### config.mk
export PLATFORM = sky130hd
export DESIGN_NAME = usbgc_dev_flat
export DESIGN_NICKNAME = d
export VERILOG_FILES = /design/src/pkg/usbgc_pkg.sv /design/src/pkg/usbgc_if.sv /design/src/usbgc_dev.sv /design/src/flat_wrapper.sv
export VERILOG_INCLUDE_DIRS = /design/src /design/src/pkg
export SDC_FILE = /design/constraint.sdc
export NUM_CORES = 1
export LEC_CHECK = 0
export ABC_AREA = 1
export BUFFER_PORTS_ARGS = -buffer_cell sky130_fd_sc_hd__buf_2
export CAP_MARGIN = 20
export CELL_PAD_IN_SITES_DETAIL_PLACEMENT = 0
export CELL_PAD_IN_SITES_GLOBAL_PLACEMENT = 2
export CORE_ASPECT_RATIO = 0.6
export CORE_UTILIZATION = 39
export DETAILED_ROUTE_END_ITERATION = 8
export GPL_ROUTABILITY_DRIVEN = 0
export PLACE_DENSITY = 0.85
export REMOVE_ABC_BUFFERS = 1
export SLEW_MARGIN = 20
export SYNTH_ARGS = -nofsm -noshare
export SYNTH_HDL_FRONTEND = slang
export SYNTH_SLANG_ARGS = --single-unit
export TNS_END_PERCENT = 30
### constraint.sdc
create_clock -name pclk -period 3 [get_ports pclk]
set_input_delay 0.15 -clock pclk [delete_from_list [all_inputs] [get_ports pclk]]
set_output_delay 0.15 -clock pclk [all_outputs]
set_load 0.05 [all_outputs]
### src/pkg/usbgc_consts.svh
// Constants for the USB global control block: register offsets, field positions, reset values
// and bus timing figures.
// Assumes a 10 MHz pclk; every count below is derived from the figures by expression.
`ifndef USBGC_CONSTS_SVH
`define USBGC_CONSTS_SVH

`define USBGC_OFS_CTRL 8'hbc
`define USBGC_OFS_FLAGS 8'hbd
`define USBGC_OFS_IEN 8'hbe

`define USBGC_B_EN 7
`define USBGC_B_CLKGATE 6
`define USBGC_B_SDRW 5
`define USBGC_B_DETACH 4
`define USBGC_B_UPSTREAM_RESUME_ACTIVE 3
`define USBGC_B_RWE 2
`define USBGC_B_CFG 1
`define USBGC_B_FADD 0

`define USBGC_B_WUP 5
`define USBGC_B_EOR 4
`define USBGC_B_SOF 3
`define USBGC_B_SUSP 0
`define USBGC_FLAG_MASK 8'h39
`define USBGC_IEN_RESET 8'h10
`define USBGC_ZERO8 8'h00

`define USBGC_CLK_MHZ 10
`define USBGC_FS_BITS 32
`define USBGC_FS_MBPS 12
`define USBGC_RST_CYC ((`USBGC_FS_BITS * `USBGC_CLK_MHZ + `USBGC_FS_MBPS - 1) / `USBGC_FS_MBPS)
`define USBGC_SUSP_MS 3
`define USBGC_SUSP_CYC (`USBGC_SUSP_MS * 1000 * `USBGC_CLK_MHZ)
`define USBGC_RWU_MS 5
`define USBGC_RWU_CYC (`USBGC_RWU_MS * 1000 * `USBGC_CLK_MHZ)
`define USBGC_RES_MS 10
`define USBGC_RES_CYC (`USBGC_RES_MS * 1000 * `USBGC_CLK_MHZ)

`define USBGC_APB_CMD 32'h0000_0000
`define USBGC_APB_STAT 32'h0000_0004
`define USBGC_CMD_WR 16
`define USBGC_CMD_RD 17
`define USBGC_CMD_WAKE 18
`define USBGC_CMD_PDN 19
`define USBGC_CLR_WUP 8'h19
`define USBGC_CLR_SUSP 8'h38
`endif

### src/pkg/usbgc_pkg.sv
// Types shared by both ends of the USB global control block.
// Assumes the constants header is compiled alongside.
package usbgc_pkg;
    typedef logic [7:0] usbgc_byte_t;
    typedef enum logic [2:0] {
        FW_IDLE,
        FW_RD_WAIT,
        FW_WAKE_RD,
        FW_WAKE_RDW,
        FW_WAKE_CTRL,
        FW_WAKE_FLAG,
        FW_PDN_FLAG
    } usbgc_fw_e;
endpackage

### src/pkg/usbgc_if.sv
// Register port between the USB global control block and the firmware-side controller.
// Assumes both ends run on the same pclk; strobes last one cycle.
`timescale 1ns/1ns
interface usbgc_if;
    logic [7:0] sfr_addr;
    logic sfr_wr;
    logic sfr_rd;
    logic [7:0] sfr_wdata;
    logic [7:0] sfr_rdata;
    modport dev (input sfr_addr, input sfr_wr, input sfr_rd, input sfr_wdata, output sfr_rdata);
    modport fw (output sfr_addr, output sfr_wr, output sfr_rd, output sfr_wdata, input sfr_rdata);
endinterface

### src/usbgc_dev.sv
// USB device global control block: control, flag and enable registers with suspend,
// resume, bus reset and frame start tracking.
// Assumes line_se0 and line_j come from the transceiver pins; sof_pid_seen comes from
// the packet decoder on pclk as a one-cycle pulse.
//
// The byte-wide strobed register port of usbgc_if was chosen for this implementation.
`timescale 1ns/1ns
`include "usbgc_consts.svh"
module usbgc_dev #(
    parameter int unsigned RST_CYC = `USBGC_RST_CYC,
    parameter int unsigned SUSP_CYC = `USBGC_SUSP_CYC,
    parameter int unsigned RWU_CYC = `USBGC_RWU_CYC,
    parameter int unsigned RES_CYC = `USBGC_RES_CYC,
    parameter int unsigned CW = 17
) (
    input wire logic pclk,
    input wire logic presetn,
    usbgc_if.dev sfr,
    input wire logic line_se0,
    input wire logic line_j,
    input wire logic sof_pid_seen,
    output logic usb_irq,
    output logic core_reset,
    output logic xcvr_enable,
    output logic core_clk_enable,
    output logic clk48_enable,
    output logic vref_oe,
    output logic resume_k_drive,
    output logic pad_low_power,
    output logic use_default_addr
);
    import usbgc_pkg::*;

    // Counters share one width; refuse counts that would misorder, or that would not fit except RST_CYC, whose fit is unchecked.
    if (CW > 31 || RST_CYC < 1 || SUSP_CYC < 2 || RWU_CYC < SUSP_CYC
        || RES_CYC < 1 || RWU_CYC >= (1 << CW) || RES_CYC >= (1 << CW))
    begin
        $error("usbgc_dev: timing parameters do not fit the counters");
    end

    function automatic logic hit(input usbgc_byte_t a, input usbgc_byte_t ofs);
        hit = (a == ofs);
    endfunction

    usbgc_byte_t ctrl_r, flags_r, ien_r, flags_nxt, rdata_r, rdata_nxt;
    logic se0_m_r, se0_s_r, j_m_r, j_s_r;
    logic [CW-1:0] se0_cnt_r, idle_cnt_r, res_cnt_r;
    logic in_rst_r, suspended_r, rwu_done_r;

    // Address decode and derived conditions are plain wires.
    wire sel_ctrl = hit(sfr.sfr_addr, `USBGC_OFS_CTRL);
    wire sel_flags = hit(sfr.sfr_addr, `USBGC_OFS_FLAGS);
    wire sel_ien = hit(sfr.sfr_addr, `USBGC_OFS_IEN);
    wire wr_ctrl = sfr.sfr_wr & sel_ctrl;
    wire wr_flags = sfr.sfr_wr & sel_flags;
    wire en = ctrl_r[`USBGC_B_EN];
    wire clocks_run = en & ~ctrl_r[`USBGC_B_CLKGATE];
    wire bus_rst = en & se0_s_r & (se0_cnt_r == CW'(RST_CYC));
    wire eor_evt = in_rst_r & ~se0_s_r;
    wire susp_evt = clocks_run & j_s_r & (idle_cnt_r == CW'(SUSP_CYC - 1));
    wire wake_evt = suspended_r & ~j_s_r & ~ctrl_r[`USBGC_B_UPSTREAM_RESUME_ACTIVE] & ~resume_k_drive;
    wire res_start = ctrl_r[`USBGC_B_UPSTREAM_RESUME_ACTIVE] & ~resume_k_drive & clocks_run
        & (idle_cnt_r == CW'(RWU_CYC));
    wire res_end = resume_k_drive & (res_cnt_r == CW'(RES_CYC - 1));
    // The end of a resume must beat the still-set send bit, or the status would stick.
    wire upstream_resume_active_set = ctrl_r[`USBGC_B_SDRW] & ctrl_r[`USBGC_B_RWE] & ~rwu_done_r
        & ~res_end;
    wire susp_clr_wr = wr_flags & ~sfr.sfr_wdata[`USBGC_B_SUSP] & flags_r[`USBGC_B_SUSP];
    wire [7:0] flag_set = {2'b00, wake_evt, eor_evt, en & sof_pid_seen, 2'b00, susp_evt};

    // Software writes zero to clear a flag; an event in the same cycle still sets it.
    assign flags_nxt = ((wr_flags ? (flags_r & sfr.sfr_wdata) : flags_r) | flag_set)
        & `USBGC_FLAG_MASK;
    assign rdata_nxt = sel_ctrl ? ctrl_r : sel_flags ? flags_r : sel_ien ? ien_r
        : `USBGC_ZERO8;
    assign sfr.sfr_rdata = rdata_r;

    // Bus lines come from pins, so each passes two flip-flops first.
    always_ff @(posedge pclk or negedge presetn)
    begin
        if (!presetn)
        begin
            se0_m_r <= 1'b0;
            se0_s_r <= 1'b0;
            j_m_r <= 1'b1;
            j_s_r <= 1'b1;
        end
        else
        begin
            se0_m_r <= line_se0;
            se0_s_r <= se0_m_r;
            j_m_r <= line_j;
            j_s_r <= j_m_r;
        end
    end

    // Line timers: SE0 length for bus reset, idle J length for suspend and remote wakeup.
    // The idle timer keeps running with the 48MHz clock gated so suspend time accumulates.
    always_ff @(posedge pclk or negedge presetn)
    begin
        if (!presetn)
        begin
            se0_cnt_r <= '0;
            idle_cnt_r <= '0;
            in_rst_r <= 1'b0;
        end
        else
        begin
            if (!en || !se0_s_r)
                se0_cnt_r <= '0;
            else if (se0_cnt_r != CW'(RST_CYC))
                se0_cnt_r <= se0_cnt_r + 1'b1;
            if (!en || !j_s_r || se0_s_r)
                idle_cnt_r <= '0;
            else if (idle_cnt_r != CW'(RWU_CYC))
                idle_cnt_r <= idle_cnt_r + 1'b1;
            in_rst_r <= bus_rst | (in_rst_r & se0_s_r);
        end
    end

    // Suspend state, pad low-power request and upstream resume sequencing.
    always_ff @(posedge pclk or negedge presetn)
    begin
        if (!presetn)
        begin
            suspended_r <= 1'b0;
            pad_low_power <= 1'b0;
            resume_k_drive <= 1'b0;
            res_cnt_r <= '0;
            rwu_done_r <= 1'b0;
        end
        else
        begin
            suspended_r <= en & ~bus_rst & ~wake_evt & ~res_end & (suspended_r | susp_evt);
            if (wake_evt || res_start || !en)
                pad_low_power <= 1'b0;
            else if (susp_clr_wr && suspended_r)
                pad_low_power <= 1'b1;
            resume_k_drive <= en & (res_start | (resume_k_drive & ~res_end));
            res_cnt_r <= resume_k_drive ? res_cnt_r + 1'b1 : '0;
            // One resume per request: software must clear the send bit to ask again.
            rwu_done_r <= ctrl_r[`USBGC_B_SDRW] & (rwu_done_r | res_end);
        end
    end

    // Register file; hardware clears on bus reset take priority over firmware writes.
    always_ff @(posedge pclk or negedge presetn)
    begin
        if (!presetn)
        begin
            ctrl_r <= `USBGC_ZERO8;
            flags_r <= `USBGC_ZERO8;
            ien_r <= `USBGC_IEN_RESET;
            rdata_r <= `USBGC_ZERO8;
        end
        else
        begin
            if (wr_ctrl)
                ctrl_r <= {sfr.sfr_wdata[7:4], ctrl_r[`USBGC_B_UPSTREAM_RESUME_ACTIVE], sfr.sfr_wdata[2:0]};
            if (upstream_resume_active_set)
                ctrl_r[`USBGC_B_UPSTREAM_RESUME_ACTIVE] <= 1'b1;
            else if (res_end || !ctrl_r[`USBGC_B_RWE])
                ctrl_r[`USBGC_B_UPSTREAM_RESUME_ACTIVE] <= 1'b0;
            if (bus_rst)
            begin
                ctrl_r[`USBGC_B_CFG] <= 1'b0;
                ctrl_r[`USBGC_B_FADD] <= 1'b0;
            end
            flags_r <= flags_nxt;
            if (sfr.sfr_wr && sel_ien)
                ien_r <= sfr.sfr_wdata & `USBGC_FLAG_MASK;
            if (sfr.sfr_rd)
                rdata_r <= rdata_nxt;
        end
    end

    // Pin-facing outputs are registered copies of the control state.
    always_ff @(posedge pclk or negedge presetn)
    begin
        if (!presetn)
        begin
            usb_irq <= 1'b0;
            core_reset <= 1'b1;
            xcvr_enable <= 1'b0;
            core_clk_enable <= 1'b0;
            clk48_enable <= 1'b0;
            vref_oe <= 1'b1;
            use_default_addr <= 1'b1;
        end
        else
        begin
            usb_irq <= |(flags_nxt & ien_r);
            core_reset <= ~en;
            xcvr_enable <= en;
            core_clk_enable <= en;
            clk48_enable <= clocks_run;
            vref_oe <= ~ctrl_r[`USBGC_B_DETACH];
            use_default_addr <= ~ctrl_r[`USBGC_B_FADD];
        end
    end
endmodule

### src/flat_wrapper.sv
// flat-port wrapper written by rule: the top's interface ports become plain ports
module usbgc_dev_flat import usbgc_pkg::*;
#(
    parameter int unsigned RST_CYC = `USBGC_RST_CYC,
    parameter int unsigned SUSP_CYC = `USBGC_SUSP_CYC,
    parameter int unsigned RWU_CYC = `USBGC_RWU_CYC,
    parameter int unsigned RES_CYC = `USBGC_RES_CYC,
    parameter int unsigned CW = 17
)
  (pclk, presetn, line_se0, line_j, sof_pid_seen, usb_irq, core_reset, xcvr_enable, core_clk_enable, clk48_enable, vref_oe, resume_k_drive, pad_low_power, use_default_addr, sfr_sfr_addr, sfr_sfr_wr, sfr_sfr_rd, sfr_sfr_wdata, sfr_sfr_rdata);
  usbgc_if sfr_i ();
  input wire logic pclk;
  input wire logic presetn;
  input wire logic line_se0;
  input wire logic line_j;
  input wire logic sof_pid_seen;
  output logic usb_irq;
  output logic core_reset;
  output logic xcvr_enable;
  output logic core_clk_enable;
  output logic clk48_enable;
  output logic vref_oe;
  output logic resume_k_drive;
  output logic pad_low_power;
  output logic use_default_addr;
  input wire logic [$bits(sfr_i.sfr_addr)-1:0] sfr_sfr_addr;
  input wire logic [$bits(sfr_i.sfr_wr)-1:0] sfr_sfr_wr;
  input wire logic [$bits(sfr_i.sfr_rd)-1:0] sfr_sfr_rd;
  input wire logic [$bits(sfr_i.sfr_wdata)-1:0] sfr_sfr_wdata;
  output wire logic [$bits(sfr_i.sfr_rdata)-1:0] sfr_sfr_rdata;
  assign sfr_i.sfr_addr = sfr_sfr_addr;
  assign sfr_i.sfr_wr = sfr_sfr_wr;
  assign sfr_i.sfr_rd = sfr_sfr_rd;
  assign sfr_i.sfr_wdata = sfr_sfr_wdata;
  assign sfr_sfr_rdata = sfr_i.sfr_rdata;
  usbgc_dev #(.RST_CYC(RST_CYC), .SUSP_CYC(SUSP_CYC), .RWU_CYC(RWU_CYC), .RES_CYC(RES_CYC), .CW(CW)) u_core (.pclk(pclk), .presetn(presetn), .sfr(sfr_i), .line_se0(line_se0), .line_j(line_j), .sof_pid_seen(sof_pid_seen), .usb_irq(usb_irq), .core_reset(core_reset), .xcvr_enable(xcvr_enable), .core_clk_enable(core_clk_enable), .clk48_enable(clk48_enable), .vref_oe(vref_oe), .resume_k_drive(resume_k_drive), .pad_low_power(pad_low_power), .use_default_addr(use_default_addr));
endmodule
==> impl_metrics.json <==
{
  "min_period_ps": 1631,
  "dp_hpwl_um": 7896,
  "power_density_nw_per_um2": 532.7,
  "yosysSeqAreaShare_pct": 50.01,
  "clock-skew-final_ps": 8.631,
  "die_w_um": 141.0,
  "diodes": 0,
  "cts.sinks": 90,
  "swShare_pct": 23.10,
  "vias": 3675,
  "cts_root_buffer": "clkbuf_16",
  "p_comb_share_pct": 7.4,
  "ys_warn_count": 0,
  "core.rowCount": 30,
  "synth.ff_latch_count": 90,
  "totalWireLength_um": 10630,
  "yosysMostFrequentCell": "nand2_1",
  "routedWlPerCell_um": 13.91,
  "crit_fanout": 4,
  "synth_top_area_share_pct": 46.52,
  "synthArstFlopShare_pct": 100.0,
  "synthTopCellsByArea": "dfrtp_1 (47%), nand2_1 (10%), inv_1 (6.1%)",
  "cts_buffer_depth": 2,
  "start_kind": "register",
  "cap_violations": 0,
  "switchingPower_mw": 0.6484,
  "die_y_um": 85.37,
  "final_util_pct": 46.64,
  "insertion_delay_ps": 340,
  "hold_violations": 0,
  "worst_slack_ps": 1369,
  "syn_avg_cell_area_sq_um": 8.215,
  "grt_pass1_vias": 3364,
  "synth_flop_cell": "dfrtp_1",
  "drive_above_1_share_pct": 17.72,
  "fin_crit_sh_pct": 54.37,
  "worst_pin_slew_ps": 591.2,
  "crit_path_end_kind": "register",
  "status": "finished, final reports clean",
  "place_area_sq_um": 4895,
  "die_area_sq_um": 12030,
  "path_class": "reg -> reg",
  "hp-class": "in -> reg",
  "antenna_found_initial": 0,
  "numCtsBuffers": 9,
  "portBuffers": 39,
  "cts_setup_buffers": 0,
  "drc": 0,
  "post_drt_via_cell_ratio": 4.810,
  "ys_top_cells_by_count": "nand2_1 (123), dfrtp_1 (84), inv_1 (74)",
  "drt_first_pass_iters": 5,
  "start_util_pct": 39.99,
  "nNetsFinal": 626,
  "track_usage_pct": 19.42,
  "pin_count": 40,
  "overflow": 0,
  "worstPathRequired_ps": 3230,
  "grt_pass1_wl_um": 17760,
  "yosysTopAreaCell": "dfrtp_1",
  "rsz0062_at_grt": "no",
  "p_int_mw": 2.159,
  "seq_power_share_pct": 46.2,
  "synth.distinct_cells": 35,
  "areaGrowthSynthToFinish_pct": 16.64,
  "core_sq_um": 11300,
  "final_area_sq_um": 5270,
  "syn_area_sq_um": 4518,
  "ir_worst_vdd_mv": 0.2875,
  "syn_inst": 550,
  "p_leak_nw": 2.433,
  "slew_headroom_pct": 60.46,
  "final.setup.tns_ps": 0,
  "drt_iter0_drc": 275,
  "pre_cts_ws_ps": 1393,
  "max_freq_ghz": 0.6131,
  "synth_edf_count": 0,
  "path_clk_slew_ps": 70,
  "grt_max_degree": 44,
  "worst-endpoint-arrival_ps": 1860,
  "clockPowerShare_pct": 46.4,
  "tritoncts": "yes",
  "ant_nets": 0,
  "final-setup-viol-count": 0,
  "finalMaxSlewViolations": 0,
  "htreeDepth": 3
}
-- logic make-up after synthesis --
logic type / Yosys count / synth area share (%)
AND/OR/NAND/NOR: 280 / 30.41
AO/OA/AOI/OAI: 80 / 9.526
adder cells (fa/ha/maj): 4 / 1.108
XOR/XNOR: 6 / 1.163
buffers and inverters: 90 / 7.782
flip-flops: 90 / 50.01
-- metrics by stage --
| step | std cells | total power [mW] | hold slack [ps] |
|---|---|---|---|
| after global routing | 764 | 2.928 | 10.15 |
| after global placement | 745 | 1.522 | 195.5 |
| after floorplan | 544 | 1.436 | -145.6 |
| after detailed placement | 745 | 1.526 | 196.0 |
| after CTS | 764 | 2.845 | 4.607 |
| final | 764 | 2.807 | 12.65 |
-- state kept, by name, summed over array words and instances (netlist names), 4 cells and up --
| name | count |
|---|---|
| u_core.ctrl_r | 8 |
| u_core.flags_r | 4 |
| u_core.ien_r | 4 |
| u_core.res_cnt_r | 17 |
| u_core.idle_cnt_r | 17 |
| u_core.sfr.sfr_rdata | 8 |
| u_core.se0_cnt_r | 17 |
-- cell usage in the layout, fill, tap and decap left out, types with 5 or more instances in the layout --
master     netlist  routed
nand2_1        123     123
dfrtp_1         84      84
inv_1           74      74
nor2_1          50      50
buf_2            2      38
a21oi_1         30      30
nand3_1         27      27
o21ai_0         25      25
nand4_1         22      22
nor3_1          15      15
nor2_2          11      11
o21ai_1         11      11
nand2_2         10      10
clkbuf_16        0       9
inv_2            7       7
xor2_1           6       6
dfstp_2          6       6
nor2_4           5       5
-- per-layer routing --
layer	GRT usage, %	vias to the layer above	routed length [um]
met2	24.74	66	4047
met4	5.336	0	92
met1	31.59	1716	6104
li1	-	1886	-
met5	0	-	0
met3	4.458	7	384
-- path summary, 6_finish.rpt --
kind	end	start	depth (start not counted)	slack [ps]
min reg2reg	u_core.j_s_r	u_core.j_m_r	0	380
max in group asynchronous	u_core.j_s_r	presetn	3	1790
min in group asynchronous	u_core.ien_r[5]	presetn	2	350
max	u_core.se0_cnt_r[14]	u_core.se0_cnt_r[0]	7	1370
min	u_core.ctrl_r[6]	sfr_sfr_wdata[6]	3	10
max reg2reg	u_core.se0_cnt_r[14]	u_core.se0_cnt_r[0]	7	1370
-- power by group through the flow --
| stage | clock network (mW) | registers [mW] | logic, mW |
|---|---|---|---|
| after floorplan | 0 | 1.34 | 0.0943 |
| after global placement | 0 | 1.32 | 0.206 |
| after detailed placement | 0 | 1.32 | 0.210 |
| after CTS | 1.34 | 1.29 | 0.213 |
| after global routing | 1.39 | 1.30 | 0.237 |
| final | 1.30 | 1.30 | 0.208 |
-- cell type report --
cell class	count	area [sq um]
Inverter	84	315.3
Sequential cell	90	2260
Multi-Input combinational cell	370	1907
Timing Repair Buffer	44	242.7
Clock inverter	5	102.6
Clock buffer	11	242.7
Tap cell	160	200.2
Fill cell	1112	6028
-- critical path, cell delays in order (launching register included) --
cell	delay, ps
dfrtp_1	410
ha_1	250
nand2_1	160
nor3_4	310
nand2_2	110
nor2_2	120
a21oi_1	70
o21a_1	100
-- what timing repair did --
item | CTS | global route
resized for setup | 0 | 0
hold buffers | 3 | 0
endpoints found under the hold margin | 41 | 0
Power figures use the tool's default switching activity.
